### config.mk
export PLATFORM = sky130hd
export DESIGN_NAME = indicator_blink_timer
export DESIGN_NICKNAME = d
export VERILOG_FILES = /design/src/core/blink_pkg.sv /design/src/core/indicator_blink_timer.sv /design/src/core/ms_tick.sv
export SDC_FILE = /design/constraint.sdc
export NUM_CORES = 1
export LEC_CHECK = 0
export BUFFER_PORTS_ARGS = -buffer_cell sky130_fd_sc_hd__buf_2
export CORE_UTILIZATION = 35
export DETAILED_ROUTE_END_ITERATION = 12
export GPL_TIMING_DRIVEN = 0
export PLACE_DENSITY = 0.62
export SYNTH_ARGS = -nofsm -noshare
export SYNTH_HDL_FRONTEND = slang
export SYNTH_SLANG_ARGS = --single-unit
### constraint.sdc
create_clock -name CLK -period 3.85 [get_ports CLK]
set_input_delay 1.155 -clock CLK [delete_from_list [all_inputs] [get_ports CLK]]
set_output_delay 1.155 -clock CLK [all_outputs]
set_load 0.05 [all_outputs]
### src/core/blink_pkg.sv
// Constants, encodings and timing for the indicator blink timer
package blink_pkg;
   // Base time unit and clock rate
   localparam int TICK_US = 1000;
   localparam int CLK_PERIOD_PS = 4000;
   // Tick span in ps over clock period in ps: 250000 clocks for 1 ms at 4 ns
   localparam int MS_CYCLES_DEF = (TICK_US * 1000 * 1000) / CLK_PERIOD_PS;
   // Register select codes for the write port
   localparam logic SEL_IND = 1'h0;
   localparam logic SEL_BLINK = 1'h1;
   // Reset values
   localparam logic [7:0] IND_RST = 8'h00;
   localparam logic [7:0] BLINK_RST = 8'h00;
   // Field positions, indicator timing register
   localparam int RAMP_MSB = 7;
   localparam int RAMP_LSB = 6;
   localparam int PERC_MSB = 5;
   localparam int PERC_LSB = 3;
   localparam int CURR_MSB = 2;
   localparam int CURR_LSB = 0;
   // Field positions, blink timing register
   localparam int BLANK_MSB = 7;
   localparam int BLANK_LSB = 4;
   localparam int PULSE_MSB = 3;
   localparam int PULSE_LSB = 0;
   // Ramp times in ms, per code
   localparam logic [11:0] RAMP_MS_0 = 12'h04E;
   localparam logic [11:0] RAMP_MS_1 = 12'h09C;
   localparam logic [11:0] RAMP_MS_2 = 12'h138;
   localparam logic [11:0] RAMP_MS_3 = 12'h270;
   // Pulse step and the two tabled exceptions, in ms
   localparam logic [11:0] PULSE_STEP_MS = 12'h020;
   localparam logic [3:0] PULSE_EXC_A = 4'h3;
   localparam logic [11:0] PULSE_EXC_A_MS = 12'h05C;
   localparam logic [3:0] PULSE_EXC_B = 4'h6;
   localparam logic [11:0] PULSE_EXC_B_MS = 12'h0C4;
   // Sequencer states
   typedef enum logic [2:0] {
      ST_IDLE  = 3'b000,
      ST_RUP   = 3'b001,
      ST_PULSE = 3'b010,
      ST_RDN   = 3'b011,
      ST_OFF   = 3'b100,
      ST_BLANK = 3'b101
   } blink_state_t;
endpackage

### src/core/indicator_blink_timer.sv
// Message indicator sequencer: ramp, pulse, ramp, off, bursts and blanks
`timescale 1ns/1ps
module indicator_blink_timer #(
   parameter int MS_CYCLES = blink_pkg::MS_CYCLES_DEF
) (
   input wire logic CLK,            // 250 MHz clock
   input wire logic RESETN,         // Async reset, active low
   input wire logic WR_EN,          // Register write strobe
   input wire logic WR_SEL,         // 0 indicator timing, 1 blink timing
   input wire logic [7:0] WR_DATA,  // Write data
   input wire logic IND_EN,         // Indicator mode enable
   output logic [7:0] IND_REG,      // Indicator timing register readback
   output logic [7:0] BLINK_REG,    // Blink timing register readback
   output logic LED_ON,             // Indicator source active
   output logic RAMP_UP,            // Current ramping up
   output logic RAMP_DN,            // Current ramping down
   output logic [2:0] CURR_CODE,    // Current level code for the source
   output logic BLANKING            // Blank interval in progress
);
   import blink_pkg::*;

   ////////////////////////////////////////////////////////////////////////
   // Decoders
   function automatic logic [11:0] ramp_ms(input logic [1:0] code);
      case (code)
         2'h0: ramp_ms = RAMP_MS_0;
         2'h1: ramp_ms = RAMP_MS_1;
         2'h2: ramp_ms = RAMP_MS_2;
         default: ramp_ms = RAMP_MS_3;
      endcase
   endfunction

   // Linear steps except two tabled codes
   function automatic logic [11:0] pulse_ms(input logic [3:0] code);
      if (code == PULSE_EXC_A) begin
         pulse_ms = PULSE_EXC_A_MS;
      end else if (code == PULSE_EXC_B) begin
         pulse_ms = PULSE_EXC_B_MS;
      end else begin
         pulse_ms = 12'(PULSE_STEP_MS * code);
      end
   endfunction

   ////////////////////////////////////////////////////////////////////////
   // Registers
   logic [7:0] ind_r, ind_nxt, blink_r, blink_nxt;

   always_comb begin
      ind_nxt = ind_r;
      blink_nxt = blink_r;
      if (WR_EN && WR_SEL == SEL_IND) begin
         ind_nxt = WR_DATA;
      end else if (WR_EN && WR_SEL == SEL_BLINK) begin
         blink_nxt = WR_DATA;
      end
   end

   always_ff @(posedge CLK or negedge RESETN) begin
      if (!RESETN) begin
         ind_r <= IND_RST;
         blink_r <= BLINK_RST;
      end else begin
         ind_r <= ind_nxt;
         blink_r <= blink_nxt;
      end
   end

   assign IND_REG = ind_r;
   assign BLINK_REG = blink_r;

   ////////////////////////////////////////////////////////////////////////
   // Millisecond enable
   logic tick;

   ms_tick #(.MS_CYCLES(MS_CYCLES)) ms_tick_inst (
      .CLK(CLK),
      .RESETN(RESETN),
      .TICK(tick)
   );

   ////////////////////////////////////////////////////////////////////////
   // Sequencer. Ramp, pulse, period and blank settings are latched at burst start so a write mid-burst
   // cannot tear a period; the new values apply from the next burst.
   blink_state_t st_r, st_nxt;
   logic [11:0] ms_r, ms_nxt, ramp_r, ramp_nxt, pulse_r, pulse_nxt;
   logic [2:0] per_r, per_nxt, pidx_r, pidx_nxt;
   logic [3:0] blank_r, blank_nxt;
   logic [6:0] bidx_r, bidx_nxt;
   logic [11:0] len, period_len;
   logic [6:0] blank_tgt;
   logic done;
   logic led_nxt, rup_nxt, rdn_nxt, blk_nxt;
   logic led_r, rup_r, rdn_r, blk_r;

   assign period_len = 12'((ramp_r << 1) + (pulse_r << 1));
   // Operands widened first so a 15 x 7 product cannot wrap in 4 bits
   assign blank_tgt = 7'(blank_r) * 7'(per_r);

   // Length of the current phase in ms
   always_comb begin
      case (st_r)
         ST_RUP: len = ramp_r;
         ST_RDN: len = ramp_r;
         ST_PULSE: len = pulse_r;
         ST_OFF: len = pulse_r;
         ST_BLANK: len = period_len;
         default: len = 12'h0;
      endcase
   end

   // Zero-length phase ends at once; else on the tick that fills it
   assign done = (len == 12'h0) || (tick && (ms_r + 12'h1 == len));

   always_comb begin
      st_nxt = st_r;
      ms_nxt = ms_r;
      ramp_nxt = ramp_r;
      pulse_nxt = pulse_r;
      per_nxt = per_r;
      blank_nxt = blank_r;
      pidx_nxt = pidx_r;
      bidx_nxt = bidx_r;
      if (tick) begin
         ms_nxt = ms_r + 12'h1;
      end
      case (st_r)
         ST_IDLE: begin
            ms_nxt = 12'h0;
            ramp_nxt = ramp_ms(ind_r[RAMP_MSB:RAMP_LSB]);
            pulse_nxt = pulse_ms(blink_r[PULSE_MSB:PULSE_LSB]);
            per_nxt = ind_r[PERC_MSB:PERC_LSB];
            blank_nxt = blink_r[BLANK_MSB:BLANK_LSB];
            pidx_nxt = 3'h0;
            bidx_nxt = 7'h0;
            // Zero periods means zero active time: stay dark
            if (IND_EN && ind_r[PERC_MSB:PERC_LSB] != 3'h0) begin
               st_nxt = ST_RUP;
            end
         end
         ST_RUP: if (done) begin
            st_nxt = ST_PULSE;
            ms_nxt = 12'h0;
         end
         ST_PULSE: if (done) begin
            st_nxt = ST_RDN;
            ms_nxt = 12'h0;
         end
         ST_RDN: if (done) begin
            st_nxt = ST_OFF;
            ms_nxt = 12'h0;
         end
         ST_OFF: if (done) begin
            ms_nxt = 12'h0;
            if (pidx_r + 3'h1 != per_r) begin
               pidx_nxt = pidx_r + 3'h1;
               st_nxt = ST_RUP;
            end else if (blank_tgt != 7'h0) begin
               st_nxt = ST_BLANK;
            end else begin
               st_nxt = ST_IDLE;
            end
         end
         ST_BLANK: if (done) begin
            ms_nxt = 12'h0;
            if (bidx_r + 7'h1 == blank_tgt) begin
               st_nxt = ST_IDLE;
            end else begin
               bidx_nxt = bidx_r + 7'h1;
            end
         end
         default: st_nxt = ST_IDLE;
      endcase
      // Dropping the enable ends the sequence at once
      if (!IND_EN) begin
         st_nxt = ST_IDLE;
      end
   end

   // Output decode from next state so outputs come from flops
   always_comb begin
      led_nxt = (st_nxt == ST_RUP) || (st_nxt == ST_PULSE) || (st_nxt == ST_RDN);
      rup_nxt = (st_nxt == ST_RUP);
      rdn_nxt = (st_nxt == ST_RDN);
      blk_nxt = (st_nxt == ST_BLANK);
   end

   always_ff @(posedge CLK or negedge RESETN) begin
      if (!RESETN) begin
         st_r <= ST_IDLE;
         ms_r <= 12'h0;
         ramp_r <= RAMP_MS_0;
         pulse_r <= 12'h0;
         per_r <= 3'h0;
         blank_r <= 4'h0;
         pidx_r <= 3'h0;
         bidx_r <= 7'h0;
         led_r <= 1'b0;
         rup_r <= 1'b0;
         rdn_r <= 1'b0;
         blk_r <= 1'b0;
      end else begin
         st_r <= st_nxt;
         ms_r <= ms_nxt;
         ramp_r <= ramp_nxt;
         pulse_r <= pulse_nxt;
         per_r <= per_nxt;
         blank_r <= blank_nxt;
         pidx_r <= pidx_nxt;
         bidx_r <= bidx_nxt;
         led_r <= led_nxt;
         rup_r <= rup_nxt;
         rdn_r <= rdn_nxt;
         blk_r <= blk_nxt;
      end
   end

   assign LED_ON = led_r;
   assign RAMP_UP = rup_r;
   assign RAMP_DN = rdn_r;
   assign BLANKING = blk_r;
   assign CURR_CODE = ind_r[CURR_MSB:CURR_LSB];

   ////////////////////////////////////////////////////////////////////////
   // Assertions
   // A phase counter past its length would stretch the period until the 12-bit counter wraps round
   property p_period_len;
      @(posedge CLK) disable iff (!RESETN)
      (st_r != ST_IDLE && len != 12'h0) |-> (ms_r < len);
   endproperty
   a_period_len: assert property (p_period_len) else $error("phase counter overran");

   property p_phase_order;
      @(posedge CLK) disable iff (!RESETN)
      (st_r == ST_RUP && IND_EN && done) |=> (st_r == ST_PULSE);
   endproperty
   a_phase_order: assert property (p_phase_order) else $error("ramp not followed by pulse");

   property p_burst_repeat;
      @(posedge CLK) disable iff (!RESETN)
      (st_r == ST_OFF && IND_EN && done && pidx_r + 3'h1 != per_r)
         |=> (st_r == ST_RUP && pidx_r == $past(pidx_r) + 3'h1);
   endproperty
   a_burst_repeat: assert property (p_burst_repeat) else $error("period not repeated");

   property p_blank_dark;
      @(posedge CLK) disable iff (!RESETN)
      (st_r == ST_BLANK) |=> !LED_ON;
   endproperty
   a_blank_dark: assert property (p_blank_dark) else $error("led on in blank");

   property p_blank_field;
      @(posedge CLK) disable iff (!RESETN)
      (WR_EN && WR_SEL == SEL_BLINK) |=> (BLINK_REG[7:4] == $past(WR_DATA[7:4]));
   endproperty
   a_blank_field: assert property (p_blank_field) else $error("blank field not stored");

   property p_pulse_exc;
      @(posedge CLK) disable iff (!RESETN)
      (st_r == ST_IDLE && blink_r[3:0] == 4'h3) |=> (pulse_r == 12'h05C);
   endproperty
   a_pulse_exc: assert property (p_pulse_exc) else $error("pulse code 3 not 92 ms");

   property p_ramp_top;
      @(posedge CLK) disable iff (!RESETN)
      (st_r == ST_IDLE && ind_r[7:6] == 2'h3) |=> (ramp_r == 12'h270);
   endproperty
   a_ramp_top: assert property (p_ramp_top) else $error("ramp code 3 not 624 ms");

   property p_zero_periods;
      @(posedge CLK) disable iff (!RESETN)
      (st_r == ST_IDLE && ind_r[5:3] == 3'h0) |=> (st_r == ST_IDLE);
   endproperty
   a_zero_periods: assert property (p_zero_periods) else $error("started with no periods");

   property p_restart;
      @(posedge CLK) disable iff (!RESETN)
      (st_r == ST_IDLE && IND_EN && ind_r[5:3] != 3'h0) |=> (LED_ON && RAMP_UP);
   endproperty
   a_restart: assert property (p_restart) else $error("burst did not restart");

   c_blank: cover property (@(posedge CLK) disable iff (!RESETN) st_r == ST_BLANK);
   c_repeat: cover property (@(posedge CLK) disable iff (!RESETN)
      st_r == ST_OFF ##1 st_r == ST_RUP);
   c_no_blank: cover property (@(posedge CLK) disable iff (!RESETN)
      st_r == ST_OFF ##1 st_r == ST_IDLE ##1 st_r == ST_RUP);
endmodule

### src/core/ms_tick.sv
// Millisecond enable divider for the blink timer
`timescale 1ns/1ps
module ms_tick #(
   parameter int MS_CYCLES = blink_pkg::MS_CYCLES_DEF
) (
   input wire logic CLK,    // System clock
   input wire logic RESETN, // Async reset, active low
   output logic TICK        // One-cycle pulse each ms
);
   import blink_pkg::*;
   logic [31:0] cnt_r, cnt_nxt;
   logic tick_r, tick_nxt;

   // Wrap counter; tick registered so it is glitch free
   always_comb begin
      tick_nxt = 1'b0;
      if (cnt_r >= 32'(MS_CYCLES - 1)) begin
         cnt_nxt = 32'h0;
         tick_nxt = 1'b1;
      end else begin
         cnt_nxt = cnt_r + 32'h1;
      end
   end

   always_ff @(posedge CLK or negedge RESETN) begin
      if (!RESETN) begin
         cnt_r <= 32'h0;
         tick_r <= 1'b0;
      end else begin
         cnt_r <= cnt_nxt;
         tick_r <= tick_nxt;
      end
   end

   assign TICK = tick_r;
endmodule

**After elaboration in Yosys (flattened, before gate mapping)**

Index checks and enable logic that the tools add are counted.

- Bits in registers: 109
- Bits of input ports: 13
- Output and inout bits: 23
- Word-level logic and storage cells: 91

- $add $sub $neg: 5
- Multiply operators: 1
- Magnitude comparators: 1
- Equality and inequality tests: 20
- Multiplexer cells: 26
- Bitwise operators: 2
- Reductions and logical operators: 20

Operators with widths:

| operator | count |
|---|---|
| 3-bit two-way mux | 12 |
| 12-bit case mux with 3 select lines | 1 |
| 32-bit by 1-bit adder with 32-bit output, second input constant | 1 |
| 32-bit by 18-bit greater-or-equal comparator with 1-bit output, second input constant | 1 |
| 32-bit two-way mux | 1 |
| 10-bit case mux with 3 select lines | 1 |
| 12-bit two-way mux | 2 |
| 12-bit case mux with 2 select lines | 1 |
| 9-bit two-way mux | 2 |
| 3-bit case mux with 6 select lines | 1 |
| 7-bit two-way mux | 2 |
| 7-bit case mux with 2 select lines | 1 |
| 12-bit by 1-bit adder with 12-bit output, second input constant | 1 |
| 12-bit adder | 1 |
| 12-bit == test | 1 |
| 3-bit by 2-bit == test with 1-bit output, second input constant | 4 |
| 12-bit logical NOT | 1 |
| 3-bit == test, second input constant | 3 |
| 2-bit != test, second input constant | 4 |
| 7-bit by 1-bit adder with 7-bit output, second input constant | 1 |
| 7-bit == test | 1 |
| 4-bit by 3-bit multiplier with 7-bit output | 1 |
| 7-bit nonzero test | 1 |
| 3-bit by 1-bit == test with 1-bit output, second input constant | 2 |
| other kinds (19) | 28 |

**Longest topological paths before layout**

Gate-level depths: netlist of the first run.

- Word-level depth: 12
- Mapped depth: 14
- Mapped depth without buffers: 14

**Cells and area by module**

From an unflattened synthesis of the first run, not the netlist that was laid out.

- Cells, all modules: 614
- Area total of the unflattened synthesis: 5,988.2 um2

Modules (own cells, without submodules):

| module | instances | cells an instance | area each (um2) | sequential area each (um2) |
|---|---|---|---|---|
| indicator_blink_timer | 1 | 501 | 4,540.6 | 1,681.6 |
| ms_tick | 1 | 113 | 1,447.6 | 825.8 |

**Least setup slack after synthesis of the first run**

Ideal clock, no wire load.

- Kind: register -> register
- Start: register ramp_r[2]
- End: register rup_r, in the netlist RAMP_UP
- Setup time: 0.100 ns
- Arrival time: 3.412 ns
- Required time: 3.750 ns
- Slack: 0.337 ns
- Cell stages (with the launch flop): 13
- Path buffers: 0
- Clock period less this slack: 3.513 ns
- Path through: dfstp_2 ha_1 inv_1 fa_1 nand2b_1 a2111oi_2 mux2_2 or3_1 o2111ai_1 nor3_1 and3_1 nor4_4 nor4bb_1

- Cells in the longest elaborated chain, start to end: 9

Ends and longest elaborated chain:

| element | line | RTL |
|---|---|---|
| from (decl) | indicator_blink_timer.sv:85 | `logic [11:0] ms_r, ms_nxt, ramp_r, ramp_nxt, pulse_r, pulse_nxt;` |
| from (signal assigned) | indicator_blink_timer.sv:204 | `ramp_r <= ramp_nxt;` |
| 12-bit adder | indicator_blink_timer.sv:95 | `assign period_len = 12'((ramp_r << 1) + (pulse_r << 1));` |
| 12-bit case mux with 3 select lines (*) | indicator_blink_timer.sv:101 | `case (st_r)` |
| 12-bit == test | indicator_blink_timer.sv:112 | `assign done = (len == 12'h0) \|\| (tick && (ms_r + 12'h1 == len));` |
| 1-bit logical AND | indicator_blink_timer.sv:112 |  |
| 1-bit logical OR (*) | indicator_blink_timer.sv:112 |  |
| 3-bit two-way mux, on equally long branches | n/a |  |
| 3-bit case mux with 6 select lines (*) | indicator_blink_timer.sv:126 | `case (st_r)` |
| 3-bit two-way mux (*) | indicator_blink_timer.sv:174 | `if (!IND_EN) begin` |
| 3-bit by 1-bit == test with 1-bit output (*) | indicator_blink_timer.sv:182 | `rup_nxt = (st_nxt == ST_RUP);` |
| net rup_nxt | indicator_blink_timer.sv:92 | `logic led_nxt, rup_nxt, rdn_nxt, blk_nxt;` |
| to (signal assigned) | indicator_blink_timer.sv:211 | `rup_r <= rup_nxt;` |
| to (decl) | indicator_blink_timer.sv:93 | `logic led_r, rup_r, rdn_r, blk_r;` |

Mark *: on every way through the listed nets, which the timed path passes. The rest lies on a longest branch.
A chain may end at the register's enable or synchronous reset.

**Worst setup path in the final report of the first run**

- Start: register ramp_r[2]
- End: register bidx_r[5]

- Cells in the longest elaborated chain, start to end: 7

Ends and longest elaborated chain:

| element | line | RTL |
|---|---|---|
| 12-bit adder | indicator_blink_timer.sv:95 |  |
| 12-bit case mux with 3 select lines (*) | indicator_blink_timer.sv:101 |  |
| 12-bit == test | indicator_blink_timer.sv:112 |  |
| 1-bit logical AND | indicator_blink_timer.sv:112 |  |
| 1-bit logical OR (*) | indicator_blink_timer.sv:112 |  |
| 2-bit != test (no source line) (*) | n/a |  |
| 3-bit AND reduction (no source line) (*) | n/a |  |
| to (signal assigned) | indicator_blink_timer.sv:209 | `bidx_r <= bidx_nxt;` |
| to (decl) | indicator_blink_timer.sv:88 | `logic [6:0] bidx_r, bidx_nxt;` |

Mark *: on every way between the ends. The rest lies on a longest branch, timed or not.

==> reports/qor.yml, run 1 <==
run_status:
  status: "complete, no violations"
logic_synthesis:
  ys.flop_type: "dfrtp_1"
  ys_warn_count: 0
  syn_area_um2: 5817
  netlist_instances: 596
  synth_cell_types: 72
  synth.avg_cell_area_um2: 9.760
  yosysSeqAreaShare_pct: 43.11
  ys_async_sr_fraction_pct: 100.0
  ys_ff_latch: 100
  synth_edf_count: 0
cells_and_area:
  finish.utilization_pct: 42.36
  nets: 703
  final_cell_mix: "dfrtp_1, nand2_1, nor2_1, buf_2, xor2_1"
  antennaDiodeCount: 0
  syn_to_final_growth_pct: 16.93
  fin_area_um2: 6802
  final_common_cell: "dfrtp_1"
  drive_above_1_share_pct: 18.74
detailed_routing:
  ant_nets: 0
  drc: 0
  vias: 4486
  drt_wl_total_um: 12500
  wl_per_cell_um: 14.16
  firstDrtPassIters: 4
  drt-vias-per-instance: 5.080
  drt_first_iter_violations: 216
die:
  coreArea_um2: 16060
  die_w_um: 130.9
  initial_utilization_pct: 36.22
  die_y_um: 130.9
  rows: 46
  ios: 36
  dieArea_um2: 17140
place:
  io_buffers: 35
  placed_cell_area_um2: 6341
  place_congestion: 0.9121
  dp_hpwl_um: 9219
run:
  drv_cap: 0
clock_network:
  cts_root_buffer: "clkbuf_16"
  clkSlewWorstSetupHoldPaths_ps: 80
  cts-htree-levels: 3
  cts_tree: "yes"
  cts-buffers-inserted: 9
  clock-sinks: 100
  cts-hold-fix-buffers: 0
  max-clock-path-buffers: 2
  clk-insertion-delay-late_ps: 350
pwr:
  powerDensity_nw_per_um2: 668.9
  vdd_drop_max_uv: 371.4
  p_leak_nw: 3.143
global_routing:
  overflow: 0
  antenna_found_initial: 0
  track_usage_pct: 15.81
  grt_pass1_vias: 4358
  grt_max_degree: 72
  grt_pass1_wl_um: 21050
timing:
  setup_viol: 0
  fmax_ghz: 0.2658
  min_period_ps: 3762
  post-route-period-util_pct: 97.73
  worst_pin_slew_ps: 859.4
  finalClockSkew_ps: 9.239
  finalHoldViolations: 0
  drv_slew: 0
  relSlewSlack_pct: 42.65
setup_path:
  worstPathRequired_ps: 4100
  crit_type: "flop to flop"
  worstSetupStartpointType: "flop"
  r2r_setup_slack_ps: 90
  worstPathMaxFanout: 7
  crit_arrival_ps: 4010
  cp-end-kind: "flop"
hold_path:
  min_path_type: "flop to flop"
==> cell families after synthesis <==
kind of cell             after synthesis  synth area share [%]
XOR/XNOR                              59                 9.249
multiplexers                          21                 4.001
adder cells (fa/ha/maj)               28                 6.539
other                                  1               0.06447
AO/OA/AOI/OAI                         84                 11.23
buffers and inverters                 40                 3.312
flip-flops                           100                 43.11
AND/OR/NAND/NOR                      263                 22.50
==> registers in the layout, summed over array words and instances, names as in the netlist, 3 cells and up <==
signal,flops
BLINK_REG,8
IND_REG,8
bidx_r,7
blank_r,4
ms_r,12
ms_tick_inst.cnt_r,32
per_r,3
pidx_r,3
pulse_r,6
ramp_r,9
st_r,3
==> through the flow <==
stage | instances | TNS, ps | total power [mW] | setup slack, ps | hold slack [ps]
after CTS | 877 | 0 | 4.344 | 10.23 | 467.2
after detailed placement | 861 | -1319 | 3.388 | -106.5 | 457.1
after floorplan | 609 | 0 | 2.903 | 337.2 | 425.1
after global placement | 860 | -593.8 | 3.327 | -63.24 | 444.0
final | 883 | 0 | 4.550 | 87.53 | 460.6
after global routing | 883 | -3.116 | 4.873 | -3.116 | 477.3
==> synth_stat cells, types with 4 or more instances <==
cell | n | area share [%]
a211oi_1 | 4 | 0.52
a21o_1 | 7 | 0.90
a21oi_1 | 15 | 1.3
and2_1 | 9 | 0.97
and3_1 | 11 | 1.2
buf_2 | 7 | 0.60
clkbuf_1 | 8 | 0.52
dfrtp_1 | 96 | 41
dfstp_2 | 4 | 1.8
fa_1 | 4 | 1.4
ha_1 | 24 | 5.2
inv_1 | 18 | 1.2
mux2_2 | 18 | 3.5
nand2_1 | 94 | 6.1
nand2b_1 | 7 | 0.75
nand3_1 | 20 | 1.7
nand4_1 | 10 | 1.1
nor2_1 | 59 | 3.8
nor2b_1 | 4 | 0.43
nor3_1 | 14 | 1.2
nor4_1 | 5 | 0.54
o211ai_1 | 4 | 0.52
o21ai_0 | 15 | 1.3
o31ai_1 | 4 | 0.52
o41ai_2 | 5 | 1.4
or3_1 | 4 | 0.43
xnor2_1 | 28 | 4.2
xor2_1 | 29 | 4.4
==> path summary, 6_finish.rpt <==
check,to,cells after the start,startpoint
worst min-delay path,ms_tick_inst.cnt_r[0],1,ms_tick_inst.cnt_r[0]
worst min register to register,ms_tick_inst.cnt_r[0],1,ms_tick_inst.cnt_r[0]
max in group asynchronous,ramp_r[6],2,RESETN
worst max-delay path,bidx_r[5],15,ramp_r[2]
min in group asynchronous,BLINK_REG[4],1,RESETN
worst max register to register,bidx_r[5],15,ramp_r[2]
==> cell type report <==
| type | instances | area, um2 |
|---|---|---|
| clock buffer | 9 | 225.2 |
| inverter | 19 | 71.32 |
| fill | 1549 | 9256 |
| clock inverter | 7 | 71.32 |
| buffer | 21 | 125.1 |
| timing repair buffer | 42 | 267.8 |
| tap | 216 | 270.3 |
| multi-input combinational | 469 | 3263 |
| sequential | 100 | 2507 |
==> layer usage <==
| layer | routed length (um) | up-vias | GRT usage, % |
|---|---|---|---|
| met5 | 0 | - | 0 |
| met1 | 6097 | 2178 | 21.66 |
| met2 | 5762 | 91 | 24.87 |
| met4 | 202 | 0 | 6.220 |
| met3 | 438 | 15 | 2.728 |
| li1 | - | 2202 | - |
==> critical path: stages (launching register included) <==
cell and delay [ps]:
dfstp_2 580, ha_4 160, inv_1 50, fa_2 350
nand2b_4 180, a2111oi_4 430, mux2_4 360, or3_4 400
o2111ai_4 100, nor4_4 70, buf_4 160, nor2_4 280
clkbuf_16 220, buf_4 100, o41ai_2 60, a21o_1 150
==> where the power goes <==
group | leakage [nW] | internal, mW | switching [mW]
clock | 0.139 | 0.456 | 0.437
combinational | 1.73 | 0.894 | 1.34
sequential | 1.28 | 1.24 | 0.185
==> repair_timing <==
| item | CTS | global route |
|---|---|---|
| gates resized for setup | 4 | 16 |
| buffers inserted | 0 | 5 |
| gates cloned | 0 | 1 |
| pin swaps | 0 | 4 |
| endpoints found under the setup margin | 19 | 26 |
No activity file was read; power rests on OpenSTA's default activity.
==> run 2: changes to the inputs <==
==> constraint.sdc (replaced) <==
create_clock -name CLK -period 3.8 [get_ports CLK]
set_input_delay 1.14 -clock CLK [delete_from_list [all_inputs] [get_ports CLK]]
set_output_delay 1.14 -clock CLK [all_outputs]
set_load 0.05 [all_outputs]
==> run 2 against run 1 <==
Non-clock buffer count down 2. Final area up 0.11%. Via count down 0.20%. Sequential power about the same. Wire length up 0.74%. Total power up 0.97%. Combinational power about the same. Die area unchanged. Final cell count down 0.23%. Fmax up 2.4%. Worst setup slack better by 37 ps. Sequential share of layout area about the same. Critical endpoint is now pidx_r[1]. Largest cell class unchanged. Highest routed layer unchanged.
==> reports/qor.yml, run 2 (synthesis gave the netlist of run 1 again) <==
pwr:
  p_leak_nw: 3.138
  switching_share_pct: 43.62
  intPower_mw: 2.590
  vdd_drop_max_uv: 373.6
  combPwrFrac_pct: 49.0
  clkPwrFrac_pct: 19.7
  p_switching_mw: 2.004
  power_frac_seq_pct: 31.3
  power_mw: 4.594
  powerDensity_nw_per_um2: 674.6
hold_path:
  min_path_type: "flop to flop"
  whs_path_depth: 1
  holdPathEnd: "ms_tick_inst.cnt_r[0]"
  min-delay-start: "ms_tick_inst.cnt_r[0]"
cells_and_area:
  final_cell_mix: "dfrtp_1, nand2_1, nor2_1, buf_2, xor2_1"
  reg_top3: "ms_tick_inst.cnt_r: 32 flops, ms_r: 12 flops, ramp_r: 9 flops"
  drive_above_1_share_pct: 18.80
  final_cells: 881
  largest_register_ffs: 32
  syn_to_final_growth_pct: 17.06
  antennaDiodeCount: 0
  fill_cells: 1546
  multiInputGateArea_um2: 3286
  nets: 701
  final_common_cell: "dfrtp_1"
  regArea_um2: 2507
  largest-register: "ms_tick_inst.cnt_r"
  fin_area_um2: 6809
timing:
  finalClockSkew_ps: 9.322
  drv_slew: 0
  post-route-period-util_pct: 96.72
  finalHoldViolations: 0
  setup_viol: 0
  min_period_ps: 3675
  fmax_ghz: 0.2721
  fin_tns_setup_ps: 0
  relSlewSlack_pct: 40.68
  worst_pin_slew_ps: 888.9
detailed_routing:
  firstDrtPassIters: 4
  drt_wl_total_um: 12590
  vias: 4477
  drt_first_iter_violations: 240
  wl_per_cell_um: 14.29
  drt-vias-per-instance: 5.082
  drc: 0
  ant_nets: 0
clock_network:
  cts-buffers-inserted: 9
  clkSlewWorstSetupHoldPaths_ps: 80
  cts_tree: "yes"
  max-clock-path-buffers: 2
  clock-sinks: 100
  cts-hold-fix-buffers: 0
  cts-htree-levels: 3
  clk-insertion-delay-late_ps: 350
  cts_root_buffer: "clkbuf_16"
setup_path:
  crit_path_top_delay_cell: "dfstp_2"
  max_stage_delay_ps: 580
  path_cells: "ha_4, inv_1, fa_2, nand2b_4, a2111oi_4, buf_4, o41ai_2, xnor3_1, o2111ai_2, nor4_4, buf_4, nor2_4, clkbuf_16, o211a_1, a221o_1"
  crit_type: "flop to flop"
  worst-path-buf-inv: 4
  r2r_setup_slack_ps: 120
  r2r_start: "ramp_r[2]"
  startpoint: "ramp_r[2]"
  cp-end-kind: "flop"
  rr_endpoint: "pidx_r[1]"
  worstPathMaxFanout: 7
  crit_arrival_ps: 3910
  ff2ff_path_depth: 15
  cp_top_family: "compound AO/OA/AOI/OAI gates"
  worstPathRequired_ps: 4040
  worstSetupStartpointType: "flop"
  path_common_cell: "buf_4"
die:
  die_y_um: 130.9
  initial_utilization_pct: 36.22
  coreArea_um2: 16060
  ios: 36
  rows: 46
  dieArea_um2: 17140
  die_w_um: 130.9
place:
  dp.cells: 861
  placed_cell_area_um2: 6341
  place_congestion: 0.9121
  dp_hpwl_um: 9219
  io_buffers: 35
global_routing:
  grt_pass1_wl_um: 21150
  track_usage_pct: 15.88
  antenna_found_initial: 0
  overflow: 0
  grt_max_degree: 72
  grt_pass1_vias: 4383
run_status:
  status: "complete, no violations"
run:
  drv_cap: 0
==> run 2: changes by cell type in the layout (fill, tap and decap cells not counted) <==
cell	previous run	this run
o21ai_1	3	4
o31ai_1	4	3
nor2_1	59	58
a2111oi_2	1	0
o21ai_2	1	0
nor4bb_1	2	1
nor2_2	0	1
o31ai_2	0	1
a2111oi_4	1	2
buf_4	9	7
nor4bb_2	0	1
==> run 2: repair_timing <==
item | CTS | global route
setup endpoints to repair | 22 | 24
setup buffers | 2 | 1
pin swaps | 2 | 4
cloned | 0 | 1
resized for setup | 10 | 13
endpoints found under the hold margin | 0 | 0
==> run 2: worst max-delay path by stage <==
| stage | to | cells after the start |
|---|---|---|
| after global placement | LED_ON | 12 |
| after CTS | pidx_r[1] | 14 |
| after global routing | RAMP_UP | 11 |
| final | pidx_r[1] | 15 |
| after detailed placement | ms_r[6] | 13 |
| after floorplan | RAMP_UP | 12 |
==> run 2: cell type report <==
cell class	count	share of cell area [%]
clock inverters	7	1.047
clock buffers	9	3.308
repair buffers	40	3.712
flip-flops and latches	100	36.82
multi-input cells	469	48.25
plain buffers	21	1.838
inverters	19	1.047
well taps	216	3.969
==> run 2: metal layers <==
metal  GRT usage, %  part of all wire [%]
met5              0                     0
met4          6.288                   2.1
met3          2.769                   3.9
met2          25.05                    46
met1          21.66                    48
==> run 2: through the flow <==
step           setup WS [ps]  utilization (%)  hold WS, ps
6_report               124.6            42.40        461.0
5_1_grt               -7.923            42.40        477.4
4_1_cts                20.94            41.71        467.2
3_5_place_dp          -156.5            39.49        457.1
3_3_place_gp          -113.2            39.30        444.0
2_1_floorplan          287.2                -        425.1
==> run 2: power by group through the flow <==
stage	sequential [mW]	clock (mW)	combinational, mW
2_1_floorplan	1.52	0	1.42
3_5_place_dp	1.45	0	1.98
4_1_cts	1.43	0.929	2.06
5_1_grt	1.46	0.980	2.47
6_report	1.44	0.906	2.25
3_3_place_gp	1.44	0	1.93
